### src/rtl/pfcr_consts.vh
`ifndef PFCR_CONSTS_VH
`define PFCR_CONSTS_VH
// Register addresses
`define PFCR_ADDR_DEV_CFG_ONE 8'h03
`define PFCR_ADDR_DEV_CFG_TWO 8'h04
`define PFCR_ADDR_GLOBAL_CFG 8'h05
`define PFCR_ADDR_RATIO_BASE 8'h06
`define PFCR_ADDR_RATIO_LAST 8'h15
`define PFCR_ADDR_FUNC_CFG_ONE 8'h16
`define PFCR_ADDR_FUNC_CFG_TWO 8'h17
`define PFCR_ADDR_FUNC_CFG_THREE 8'h1E
// Field positions
`define PFCR_POS_DEV_CFG_EN_ONE 0
`define PFCR_POS_DEV_CFG_EN_TWO 0
`define PFCR_POS_FRACN_SRC 0
`define PFCR_POS_LOCK_SEL 1
`define PFCR_POS_REF_DIV 3
`define PFCR_POS_RATIO_FMT 3
`define PFCR_POS_OUT_UNLOCK 4
`define PFCR_POS_MIN_BW 4
// Writable bit masks, reserved bits read zero
`define PFCR_MASK_DEV_CFG_ONE 8'h01
`define PFCR_MASK_DEV_CFG_TWO 8'h07
`define PFCR_MASK_GLOBAL_CFG 8'h01
`define PFCR_MASK_FUNC_CFG_ONE 8'h18
`define PFCR_MASK_FUNC_CFG_TWO 8'h18
`define PFCR_MASK_FUNC_CFG_THREE 8'h70
// Reset values
`define PFCR_RST_BYTE 8'h00
// Divider codes
`define PFCR_DIV_BY4 2'h0
`define PFCR_DIV_BY2 2'h1
`define PFCR_DIV_BY1 2'h2
`endif

### src/rtl/pfcr_ref_divider.v
`timescale 1ns/1ps
`default_nettype none
`include "pfcr_consts.vh"
module pfcr_ref_divider (
  // Clock and reset
  input wire i_ref_clk,
  input wire i_resetn,
  // Control
  input wire [1:0] i_div_sel,
  // Divided timing enable
  output reg o_tick_ff
);
  reg [1:0] cnt_ff;
  reg [1:0] nxt_cnt;
  reg [1:0] last_cnt;
  reg nxt_tick;

  // Terminal count per divide code, reserved code stops the tick
  always @* begin
    last_cnt = 2'h0;
    nxt_tick = 1'b0;
    case (i_div_sel)
      `PFCR_DIV_BY4: last_cnt = 2'h3;
      `PFCR_DIV_BY2: last_cnt = 2'h1;
      `PFCR_DIV_BY1: last_cnt = 2'h0;
      default: last_cnt = 2'h0;
    endcase
    nxt_cnt = (cnt_ff >= last_cnt) ? 2'h0 : cnt_ff + 2'h1;
    if (i_div_sel != 2'h3) begin
      nxt_tick = (cnt_ff >= last_cnt);
    end
  end

  // Counter and enable pulse
  always @(posedge i_ref_clk or negedge i_resetn) begin
    if (!i_resetn) begin
      cnt_ff <= 2'h0;
      o_tick_ff <= 1'b0;
    end else begin
      cnt_ff <= nxt_cnt;
      o_tick_ff <= nxt_tick;
    end
  end
endmodule
`default_nettype wire

### src/rtl/pfcr_regs.v
// Function
// - The reference divide field divides the timing reference by 4, 2 or 1 for codes 00, 01, 10; 11 is reserved.
// - With out_on_unlock_en at 0 the clock outputs are held low whenever the loop is unlocked.
// - With out_on_unlock_en at 1 the clock outputs run whenever both device configuration enables are set, even unlocked.
// - In hybrid mode with ratio_format_sel at 0 the ratio is read as 20 integer and 12 fraction bits.
// - In hybrid mode with ratio_format_sel at 1 the ratio is read as 12 integer and 20 fraction bits.
// - In static synthesizer mode the ratio is always read as 12.20, whatever ratio_format_sel holds.
// - The format applies to whichever stored ratio is indexed, chosen by software or automatically.
// - The bandwidth field sets the minimum locked loop bandwidth to 1 Hz shifted left by its code.
// - A new bandwidth setting is only sure to apply if written before lock or while normal operation is off; otherwise changing it needs an unlock.
// - Each stored ratio lies in four byte registers, most significant byte at the lowest address.
// - Normal operation starts only once both device configuration enables are set, in either order.
`timescale 1ns/1ps
`default_nettype none
`include "pfcr_consts.vh"
module pfcr_regs (
  // Clock and reset
  input wire i_ref_clk,
  input wire i_resetn,
  // Register port from the control port transport
  input wire i_reg_wr,
  input wire [7:0] i_reg_addr,
  input wire [7:0] i_reg_wdata,
  output reg [7:0] o_reg_rdata_ff,
  // Loop status and clock sources
  input wire i_pll_locked,
  input wire i_pll_clk,
  input wire i_auto_hybrid,
  input wire i_auto_sel_valid,
  input wire [1:0] i_auto_ratio_sel,
  // Clock output and timing enable
  output reg o_clk_out_ff,
  output reg o_timing_tick_ff,
  // Synthesizer settings
  output reg o_normal_op_ff,
  output reg o_hybrid_mode_ff,
  output reg o_ratio_12_20_ff,
  output reg [31:0] o_ratio_ff,
  output reg [7:0] o_min_bw_hz_ff,
  output reg [2:0] o_min_bw_applied_ff
);
  ////////////////////////////////////////////////////////////////////////////
  // Register storage
  reg [7:0] dev_cfg_one_ff;
  reg [7:0] dev_cfg_two_ff;
  reg [7:0] global_cfg_ff;
  reg [7:0] func_cfg_one_ff;
  reg [7:0] func_cfg_two_ff;
  reg [7:0] func_cfg_three_ff;
  reg [7:0] ratio_mem_ff [0:15];
  reg [7:0] nxt_rdata;
  reg lock_s1_ff;
  reg lock_s2_ff;
  reg clk_s1_ff;
  reg clk_s2_ff;
  reg auto_h_s1_ff;
  reg auto_h_s2_ff;
  reg auto_v_s1_ff;
  reg auto_v_s2_ff;
  reg [1:0] auto_r_s1_ff;
  reg [1:0] auto_r_s2_ff;
  wire div_tick;
  wire [1:0] ref_divide_sel;
  wire out_on_unlock_en;
  wire ratio_format_sel;
  wire [2:0] min_loop_bw_sel;
  wire device_cfg_enable;
  wire manual_hybrid;
  wire hybrid_now;
  wire [1:0] ratio_index;
  wire [3:0] ratio_base;
  wire [31:0] ratio_word;
  wire ratio_hit;
  integer i;

  ////////////////////////////////////////////////////////////////////////////
  // Field extraction
  assign ref_divide_sel = func_cfg_one_ff[`PFCR_POS_REF_DIV+1:`PFCR_POS_REF_DIV];
  assign out_on_unlock_en = func_cfg_two_ff[`PFCR_POS_OUT_UNLOCK];
  assign ratio_format_sel = func_cfg_two_ff[`PFCR_POS_RATIO_FMT];
  assign min_loop_bw_sel = func_cfg_three_ff[`PFCR_POS_MIN_BW+2:`PFCR_POS_MIN_BW];
  assign manual_hybrid = dev_cfg_two_ff[`PFCR_POS_FRACN_SRC];
  // Both enables in either order start normal operation
  assign device_cfg_enable = dev_cfg_one_ff[`PFCR_POS_DEV_CFG_EN_ONE] &
                             global_cfg_ff[`PFCR_POS_DEV_CFG_EN_TWO];
  // Automatic source selection overrides the manual choice when valid
  assign hybrid_now = auto_v_s2_ff ? auto_h_s2_ff : manual_hybrid;
  assign ratio_index = auto_v_s2_ff ? auto_r_s2_ff :
                       dev_cfg_two_ff[`PFCR_POS_LOCK_SEL+1:`PFCR_POS_LOCK_SEL];
  assign ratio_base = {ratio_index, 2'h0};
  // Most significant byte at the lowest address of each group
  assign ratio_word = {ratio_mem_ff[ratio_base], ratio_mem_ff[ratio_base + 4'h1],
                       ratio_mem_ff[ratio_base + 4'h2], ratio_mem_ff[ratio_base + 4'h3]};
  assign ratio_hit = (i_reg_addr >= `PFCR_ADDR_RATIO_BASE) && (i_reg_addr <= `PFCR_ADDR_RATIO_LAST);

  ////////////////////////////////////////////////////////////////////////////
  // Synchronisers for inputs from outside the clock domain
  always @(posedge i_ref_clk or negedge i_resetn) begin
    if (!i_resetn) begin
      lock_s1_ff <= 1'b0;
      lock_s2_ff <= 1'b0;
      clk_s1_ff <= 1'b0;
      clk_s2_ff <= 1'b0;
      auto_h_s1_ff <= 1'b0;
      auto_h_s2_ff <= 1'b0;
      auto_v_s1_ff <= 1'b0;
      auto_v_s2_ff <= 1'b0;
      auto_r_s1_ff <= 2'h0;
      auto_r_s2_ff <= 2'h0;
    end else begin
      lock_s1_ff <= i_pll_locked;
      lock_s2_ff <= lock_s1_ff;
      clk_s1_ff <= i_pll_clk;
      clk_s2_ff <= clk_s1_ff;
      auto_h_s1_ff <= i_auto_hybrid;
      auto_h_s2_ff <= auto_h_s1_ff;
      auto_v_s1_ff <= i_auto_sel_valid;
      auto_v_s2_ff <= auto_v_s1_ff;
      auto_r_s1_ff <= i_auto_ratio_sel;
      auto_r_s2_ff <= auto_r_s1_ff;
    end
  end

  ////////////////////////////////////////////////////////////////////////////
  // Register writes, reserved bits masked to zero
  always @(posedge i_ref_clk or negedge i_resetn) begin
    if (!i_resetn) begin
      dev_cfg_one_ff <= `PFCR_RST_BYTE;
      dev_cfg_two_ff <= `PFCR_RST_BYTE;
      global_cfg_ff <= `PFCR_RST_BYTE;
      func_cfg_one_ff <= `PFCR_RST_BYTE;
      func_cfg_two_ff <= `PFCR_RST_BYTE;
      func_cfg_three_ff <= `PFCR_RST_BYTE;
    end else if (i_reg_wr) begin
      case (i_reg_addr)
        `PFCR_ADDR_DEV_CFG_ONE: dev_cfg_one_ff <= i_reg_wdata & `PFCR_MASK_DEV_CFG_ONE;
        `PFCR_ADDR_DEV_CFG_TWO: dev_cfg_two_ff <= i_reg_wdata & `PFCR_MASK_DEV_CFG_TWO;
        `PFCR_ADDR_GLOBAL_CFG: global_cfg_ff <= i_reg_wdata & `PFCR_MASK_GLOBAL_CFG;
        `PFCR_ADDR_FUNC_CFG_ONE: func_cfg_one_ff <= i_reg_wdata & `PFCR_MASK_FUNC_CFG_ONE;
        `PFCR_ADDR_FUNC_CFG_TWO: func_cfg_two_ff <= i_reg_wdata & `PFCR_MASK_FUNC_CFG_TWO;
        `PFCR_ADDR_FUNC_CFG_THREE: func_cfg_three_ff <= i_reg_wdata & `PFCR_MASK_FUNC_CFG_THREE;
        default: ;
      endcase
    end
  end

  // Ratio byte storage, sixteen bytes in four groups
  always @(posedge i_ref_clk or negedge i_resetn) begin
    if (!i_resetn) begin
      for (i = 0; i < 16; i = i + 1) begin
        ratio_mem_ff[i] <= `PFCR_RST_BYTE;
      end
    end else if (i_reg_wr && ratio_hit) begin
      ratio_mem_ff[i_reg_addr[3:0] - 4'h6] <= i_reg_wdata;
    end
  end

  ////////////////////////////////////////////////////////////////////////////
  // Read data, unmapped addresses read zero
  always @* begin
    nxt_rdata = 8'h00;
    if (ratio_hit) begin
      nxt_rdata = ratio_mem_ff[i_reg_addr[3:0] - 4'h6];
    end else begin
      case (i_reg_addr)
        `PFCR_ADDR_DEV_CFG_ONE: nxt_rdata = dev_cfg_one_ff;
        `PFCR_ADDR_DEV_CFG_TWO: nxt_rdata = dev_cfg_two_ff;
        `PFCR_ADDR_GLOBAL_CFG: nxt_rdata = global_cfg_ff;
        `PFCR_ADDR_FUNC_CFG_ONE: nxt_rdata = func_cfg_one_ff;
        `PFCR_ADDR_FUNC_CFG_TWO: nxt_rdata = func_cfg_two_ff;
        `PFCR_ADDR_FUNC_CFG_THREE: nxt_rdata = func_cfg_three_ff;
        default: nxt_rdata = 8'h00;
      endcase
    end
  end

  always @(posedge i_ref_clk or negedge i_resetn) begin
    if (!i_resetn) begin
      o_reg_rdata_ff <= 8'h00;
    end else begin
      o_reg_rdata_ff <= nxt_rdata;
    end
  end

  ////////////////////////////////////////////////////////////////////////////
  // Timing reference divider
  pfcr_ref_divider u_ref_divider (
    .i_ref_clk(i_ref_clk),
    .i_resetn(i_resetn),
    .i_div_sel(ref_divide_sel),
    .o_tick_ff(div_tick)
  );

  ////////////////////////////////////////////////////////////////////////////
  // Derived settings and gated clock output
  always @(posedge i_ref_clk or negedge i_resetn) begin
    if (!i_resetn) begin
      o_clk_out_ff <= 1'b0;
      o_timing_tick_ff <= 1'b0;
      o_normal_op_ff <= 1'b0;
      o_hybrid_mode_ff <= 1'b0;
      o_ratio_12_20_ff <= 1'b1;
      o_ratio_ff <= 32'h00000000;
      o_min_bw_hz_ff <= 8'h01;
      o_min_bw_applied_ff <= 3'h0;
    end else begin
      o_timing_tick_ff <= div_tick;
      o_normal_op_ff <= device_cfg_enable;
      // Outputs low while unlocked unless the enable keeps them running
      if (!device_cfg_enable) begin
        o_clk_out_ff <= 1'b0;
      end else if (lock_s2_ff || out_on_unlock_en) begin
        o_clk_out_ff <= clk_s2_ff;
      end else begin
        o_clk_out_ff <= 1'b0;
      end
      o_hybrid_mode_ff <= hybrid_now;
      // Static mode forces 12.20, hybrid follows the format bit
      o_ratio_12_20_ff <= hybrid_now ? ratio_format_sel : 1'b1;
      o_ratio_ff <= ratio_word;
      o_min_bw_hz_ff <= 8'h01 << min_loop_bw_sel;
      // Bandwidth only takes effect while not locked or while normal operation is off
      if (!lock_s2_ff || !device_cfg_enable) begin
        o_min_bw_applied_ff <= min_loop_bw_sel;
      end
    end
  end
endmodule
`default_nettype wire

### config.mk
export PLATFORM = sky130hd
export DESIGN_NAME = pfcr_regs
export DESIGN_NICKNAME = d
export VERILOG_FILES = /design/src/rtl/pfcr_ref_divider.v /design/src/rtl/pfcr_regs.v
export VERILOG_INCLUDE_DIRS = /design/src /design/src/rtl
export SDC_FILE = /design/constraint.sdc
export NUM_CORES = 1
export LEC_CHECK = 0
export ABC_AREA = 1
export BUFFER_PORTS_ARGS = -buffer_cell sky130_fd_sc_hd__buf_2
export CAP_MARGIN = 5
export CELL_PAD_IN_SITES_DETAIL_PLACEMENT = 0
export CELL_PAD_IN_SITES_GLOBAL_PLACEMENT = 2
export CORE_AREA = 3 3 251 130
export DETAILED_ROUTE_END_ITERATION = 7
export DIE_AREA = 0 0 254 133
export PLACE_DENSITY_LB_ADDON = 0.08
export SETUP_SLACK_MARGIN = 0.4
export SLEW_MARGIN = 20
export SYNTH_ARGS = -nofsm -noshare
export SYNTH_HDL_FRONTEND = slang
export SYNTH_HIERARCHICAL = 1
export SYNTH_SLANG_ARGS = --single-unit
### constraint.sdc
create_clock -name i_ref_clk -period 1.5 [get_ports i_ref_clk]
set_input_delay 0.3 -clock i_ref_clk [delete_from_list [all_inputs] [get_ports i_ref_clk]]
set_output_delay 0.3 -clock i_ref_clk [all_outputs]
set_load 0.01 [all_outputs]
==> results of run 1 <==
-- sequential cells by signal, summed over array words and instances (netlist names), 3 cells and up --
register	cells
o_min_bw_applied_ff	3
o_min_bw_hz_ff	8
func_cfg_three_ff	3
dev_cfg_two_ff	3
o_ratio_ff	32
o_reg_rdata_ff	8
ratio_mem_ff	128
-- area by class of cell --
cell class              instances  area share, %
inverters                      45           1.29
clock inverters                 7          0.698
repair buffers                309           20.9
flip-flops and latches        211           33.5
clock buffers                  32           4.11
multi-input cells             882           36.3
well taps                     399           3.16
-- worst reg2reg max path: cells and delay by family (launching register included) --
family                 cells  cell delay, ns
buffers and inverters      3            0.45
DFF                        1            0.45
AOI/OAI and AO/OA          3            0.42
and+or+nand+nor            1            0.08
-- repair_timing --
action / 4_1_cts / 5_1_grt
hold endpoints to repair: 38 / 0
endpoints found under the setup margin: 228 / 231
setup buffers: 58 / 37
hold buffers: 9 / 0
pin swaps: 59 / 84
gates cloned: 18 / 2
gates resized for setup: 289 / 286
-- routing by layer --
metal | up-vias | part of all wire (%) | track usage (%) | routed length, um
met2 | 283 | 43 | 34.9 | 17500
met4 | 0 | 1.7 | 3.91 | 682
met1 | 4809 | 50 | 37.2 | 20500
li1 | 4459 | - | - | -
met5 | - | 0 | 0 | 0
met3 | 47 | 5.9 | 4.56 | 2420
-- path summary, 6_finish.rpt --
check,endpoint,slack [ns]
worst max-delay path,o_ratio_ff[26]$_DFF_PN0_,0.003
worst min-delay path,func_cfg_three_ff[6]$_DFFE_PN0P_,0.03
max in group asynchronous,ratio_mem_ff[33]$_DFFE_PN0P_,0.61
worst min register to register,o_timing_tick_ff$_DFF_PN0_,0.35
min in group asynchronous,auto_v_s1_ff$_DFF_PN0_,0.27
worst max register to register,o_ratio_ff[26]$_DFF_PN0_,0.003
-- kinds of logic after synthesis --
family	after synthesis	share of synthesized area (%)
simple gates	647	26.4
compound gates	227	13.4
flops	211	54.4
buf+inv	106	5.20
fa+ha+maj	3	0.386
xor+xnor	2	0.180
-- power by group through the flow --
stage | logic, mW | registers [mW] | clock network, mW
after floorplan | 1.03 | 6.46 | 0
after global routing | 3.05 | 6.47 | 6.28
after detailed placement | 1.95 | 6.50 | 0
after global placement | 1.93 | 6.49 | 0
after CTS | 2.42 | 6.40 | 6.08
final | 2.81 | 6.44 | 5.93
-- cells in the mapped netlist (all sizes together) --
master	n	area share [%]
nor3	10	0.52
clkbuf	32	1.2
a32oi	32	2.9
inv	44	1.7
nor2	62	2.9
nand3	22	1.1
ha	3	0.39
o21bai	1	0.077
nand4	3	0.19
xnor2	2	0.18
dfrtp	209	54
o22ai	4	0.26
and3	2	0.13
o21ai	152	8.3
nand2	547	21
a21oi	38	2.0
or2	1	0.064
dfstp	2	0.54
clkinv	1	0.039
buf	29	2.2
-- stage by stage --
stage / total power [mW] / util, %
after floorplan: 7.49 / -
after global placement: 8.42 / 38.4
after detailed placement: 8.45 / 38.4
after CTS: 14.9 / 47.5
after global routing: 15.8 / 52.1
final: 15.2 / 52.1
==> metrics, run 1 <==
WHS between 0.03 and 0.04 ns; placed cell area 11600 um2; gr usage total 24.0%; Die Width 254 um; syn nets around 1200; Congestion Overflow GR 0; vias per cell approximately 5.1; Filler cells roughly 2800; Top delay family on crit path flip-flops; worst-margin pin slew 0.403 ns; leakage roughly 7 nW; Slew headroom between 70% and 80%; Starting Density 32.1%; synthesized area 9710 um2; mean post-synth cell area 8.12 um2; Startpoint Class register; final cell count without fillers 1885; Design Area, Final 15800 um2; pins over their slew limit 0; status finished clean; hold path depth 3; setup repair after global routing missed its margin yes; initial antenna violation count 0; CTS tree built; CTS sink count roughly 210; CP max FO 26; Sequential cell area 5290 um2; CP peak stage delay 0.45 ns; first-pass GRT wire length 60500 um; final worst-path cycle share 99.8%; number of stages on the worst setup path 7; Rows 45; CP Data Arrival Time approximately 1.9 ns; layout net count 1499; DRC viols 0; Fin. Hold Viols 0; total wire length 41100 um; switching power between 4 and 5 mW; port buffer count 80; TNS Setup 0 ns; Post-DP HPWL between 20000 and 30000 um; register area share after synthesis 54.4%; Initial DRC Count 741; Yosys warning count 6; Clk pin slew, worst setup/hold paths approximately 0.060 ns; Clk pwr share 39.1%; H-tree levels 1; Internal Pwr Total 10.9 mW; total of max-cap violations 0; DIE AREA 33800 um2; reg-to-reg startpoint auto_v_s2_ff$_DFF_PN0_; fmax 0.668 GHz; antenna cells 0; most frequent cells in the layout nand2_1, dfrtp_1, nand2_2, buf_4, o21ai_2; final setup violation count 0; largest net degree at the start of global routing 46; Combinational Power Share 18.5%; Worst Path Required 1.91 ns; power density over cell area 961 nW/um2; layout cell share with drive strength beyond 1 49.1%; # placed instances 1722; crit path from auto_v_s2_ff$_DFF_PN0_; Final ANT Viol Nets 0; pre-CTS WS -0.353 ns; number of global-route vias before repair 9163; clock buffer depth 3; hold path start i_reg_wdata[6]; Synth Instances ~1200; Tmin final 1.50 ns; die height 133 um; Worst Path Buf+Inv 3; total number of vias about 9600; core area 30300 um2; endpoint type of the worst setup path register; io pins 81; Flop pwr share between 40 and 50%; Layout Skew 0.0121 ns; class of the worst hold path in2reg; Area Growth Syn to Fin 62.5%; Multi-input gate area 5730 um2; number of buffers created by CTS 22; #FFs+latches synth 211; most common cell after layout, fill and taps aside nand2_1; peak supply drop roughly 0.61 mV; Worst Reg2Reg Path Length in Cells 7; worst-path cell chain inv_2 > nand2_2 > o21ai_4 > buf_12 > buf_16 > a21oi_1 > a32oi_2; 1st-pass router iterations 5; min setup slack post-route around 0.0035 ns; clk_lat worst skew 0.53 ns; root buf cell clkbuf_16; Critical-path top delay cell dfrtp_2; critical path class reg2reg; drt wl/cell 21.8 um; synth unique cells 30; RePlAce Congestion 0.861; sw frac 28.4%
Note: power is estimated with default switching activity, not from simulation.
==> run 2: changes to the inputs <==
--- a/config.mk
+++ b/config.mk
@@ -9,11 +9,9 @@
 export ABC_AREA = 1
 export BUFFER_PORTS_ARGS = -buffer_cell sky130_fd_sc_hd__buf_2
 export CAP_MARGIN = 5
-export CELL_PAD_IN_SITES_DETAIL_PLACEMENT = 0
-export CELL_PAD_IN_SITES_GLOBAL_PLACEMENT = 2
-export CORE_AREA = 3 3 251 130
+export CORE_AREA = 3 3 194 101
 export DETAILED_ROUTE_END_ITERATION = 7
-export DIE_AREA = 0 0 254 133
+export DIE_AREA = 0 0 197 104
 export PLACE_DENSITY_LB_ADDON = 0.08
 export SETUP_SLACK_MARGIN = 0.4
 export SLEW_MARGIN = 20
==> run 2 against run 1 <==
Compared with the run above:
- the run now ends with setup timing left
- non-clock buffer count shrank 36
- core utilization grew 28 points
- largest cell class unchanged
- clock-buffer cell count shrank 1
==> metrics, run 2 (same netlist as run 1, synthesis figures left out) <==
status finished with violations; failing checks setup timing; most frequent cells in the layout nand2_1, dfrtp_1, nand2_2, buf_4, o21ai_1; total number of vias 10100 (+5.1%); pre-CTS WS -0.351 ns (+0.00159 ns); min setup slack post-route -0.00378 ns (-0.00725 ns); Area Growth Syn to Fin 49.8%; Tmin final 1.50 ns (+0.00725 ns); CP max FO 17 (-35%); Post-DP HPWL 21600 um (-15%); largest net degree at the start of global routing 62 (+35%); DIE AREA 20500 um2 (-39%); endpoint type of the worst setup path register; largest reg by FF count ratio_mem_ff; power density over cell area 983 nW/um2 (+2.2%); layout net count 1468 (-2.1%); final setup violation count 1 (+1); final cell count without fillers 1694 (-10%); CTS tree built; Fin. Hold Viols 0 (unchanged); Multi-input gate area 5460 um2 (-4.7%); clock buffer depth 3 (unchanged); CP Data Arrival Time 1.90 ns (about the same); number of global-route vias before repair 9105 (-0.63%); RePlAce Congestion 0.962 (+12%); Filler cells 1141 (-59%); Clk pin slew, worst setup/hold paths 0.07 ns (about the same); CTS sink count 211 (unchanged); root buf cell clkbuf_16; critical path class reg2reg; vias per cell 5.95 (+17%); pins over their slew limit 0 (unchanged); total of max-cap violations 0 (unchanged); DRC viols 0 (unchanged); Congestion Overflow GR 0 (unchanged); port buffer count 80 (unchanged); Starting Density 53.6% (+22 points); final worst-path cycle share 100% (+0.48 points); Layout Skew 0.0141 ns (+0.00199 ns); die height 104 um (-22%); initial antenna violation count 0 (unchanged); Initial DRC Count 1286 (+74%); Final ANT Viol Nets 0 (unchanged); antenna cells 0 (unchanged); setup repair after global routing missed its margin yes; layout cell share with drive strength beyond 1 43.8% (-5.3 points); 1st-pass router iterations 6 (+1); most common cell after layout, fill and taps aside nand2_1; core area 18100 um2 (-40%); Rows 35 (-22%); class of the worst hold path in2reg; max reg flops 128 (unchanged); Startpoint Class register; Regs by FF count ratio_mem_ff x128, o_ratio_ff x32; peak supply drop 0.819 mV (+34%); Slew headroom 73.1% (about the same); drt wl/cell 22.3 um (+2.3%); # placed instances 1541 (-11%); gr usage total 33.6% (+9.6 points); H-tree levels 1 (unchanged); total wire length 37700 um (-8.1%); Die Width 197 um (-22%); leakage 6.98 nW (-2.6%); io pins 81 (unchanged); Worst Path Required 1.90 ns (about the same); number of buffers created by CTS 20 (-9.1%); first-pass GRT wire length 53200 um (-12%); Sequential cell area 5290 um2 (-0.12%); worst-margin pin slew 0.403 ns (+0.000359 ns); fmax 0.665 GHz (-0.48%); clk_lat worst skew 0.50 ns (-0.03 ns)
[run 2: cell count changes in the layout (fill, tap and decap cells not counted), sizes merged, moves of 3 or more]
cell      before  now
clkbuf        34   37
nand2        550  556
inv           41   38
buf          298  259
clkinvlp       1    5
bufinv         3    0
[run 2: final timing paths]
kind                                      startpoint                                to  slack [ns]  cells after the start
min                                   i_reg_wdata[5]  func_cfg_three_ff[5]$_DFFE_PN0P_        0.05                      3
max in group asynchronous                   i_resetn      ratio_mem_ff[47]$_DFFE_PN0P_        0.57                      4
min reg2reg                auto_r_s1_ff[1]$_DFF_PN0_         auto_r_s2_ff[1]$_DFF_PN0_        0.35                      0
max reg2reg                   auto_v_s2_ff$_DFF_PN0_          o_ratio_ff[18]$_DFF_PN0_      -0.004                      7
max                           auto_v_s2_ff$_DFF_PN0_          o_ratio_ff[18]$_DFF_PN0_      -0.004                      7
min in group asynchronous                   i_resetn      global_cfg_ff[0]$_DFFE_PN0P_        0.28                      2
[run 2: metrics by stage]
step / area [um2] / setup TNS [ns] / hold slack, ns / util [%] / power (mW)
after floorplan: 10100 / -1.61 / 0.00441 / - / 7.49
after global placement: 11100 / -33.63 / 0.201 / 61.0 / 8.26
after detailed placement: 11100 / -38.01 / 0.203 / 61.0 / 8.31
after CTS: 13100 / 0 / 0.0389 / 72.0 / 13.7
after global routing: 14600 / -0.153 / 0.0491 / 80.3 / 14.8
final: 14600 / -0.00378 / 0.0481 / 80.3 / 14.3
[run 2: where the power goes]
part	leakage, nW	switching (mW)	internal [mW]
clock	0.309	2.24	2.83
combinational	3.87	1.61	1.21
sequential	2.80	0.326	6.09
[run 2: layer usage]
metal	wire length [um]	track usage, %
met1	15500	50.1
met2	16100	49.4
met3	4460	8.25
met4	1610	8.69
met5	0	0
[run 2: layout make-up]
type	count	share of cell area [%]
Multi-Input combinational cell	889	37.5
Sequential cell	211	36.3
Timing Repair Buffer	273	18.1
Clock buffer	31	4.21
Tap cell	240	2.06
Inverter	45	1.48
Clock inverter	5	0.224
[run 2: worst max-delay path, stage by stage, from the launching register on]
cell	delay [ns]
dfrtp_2	0.45
inv_2	0.13
nand2_2	0.09
o21ai_4	0.09
buf_12	0.17
buf_16	0.17
a21oi_1	0.08
a32oi_2	0.22
[run 2: what timing repair did]
action                     4_1_cts  5_1_grt
hold buffers                     7        0
gates cloned                    12       10
hold endpoints to repair        55        0
pin swaps                       60       84
setup buffers                   53       35
resized for setup              184      305
setup endpoints to repair      227      227
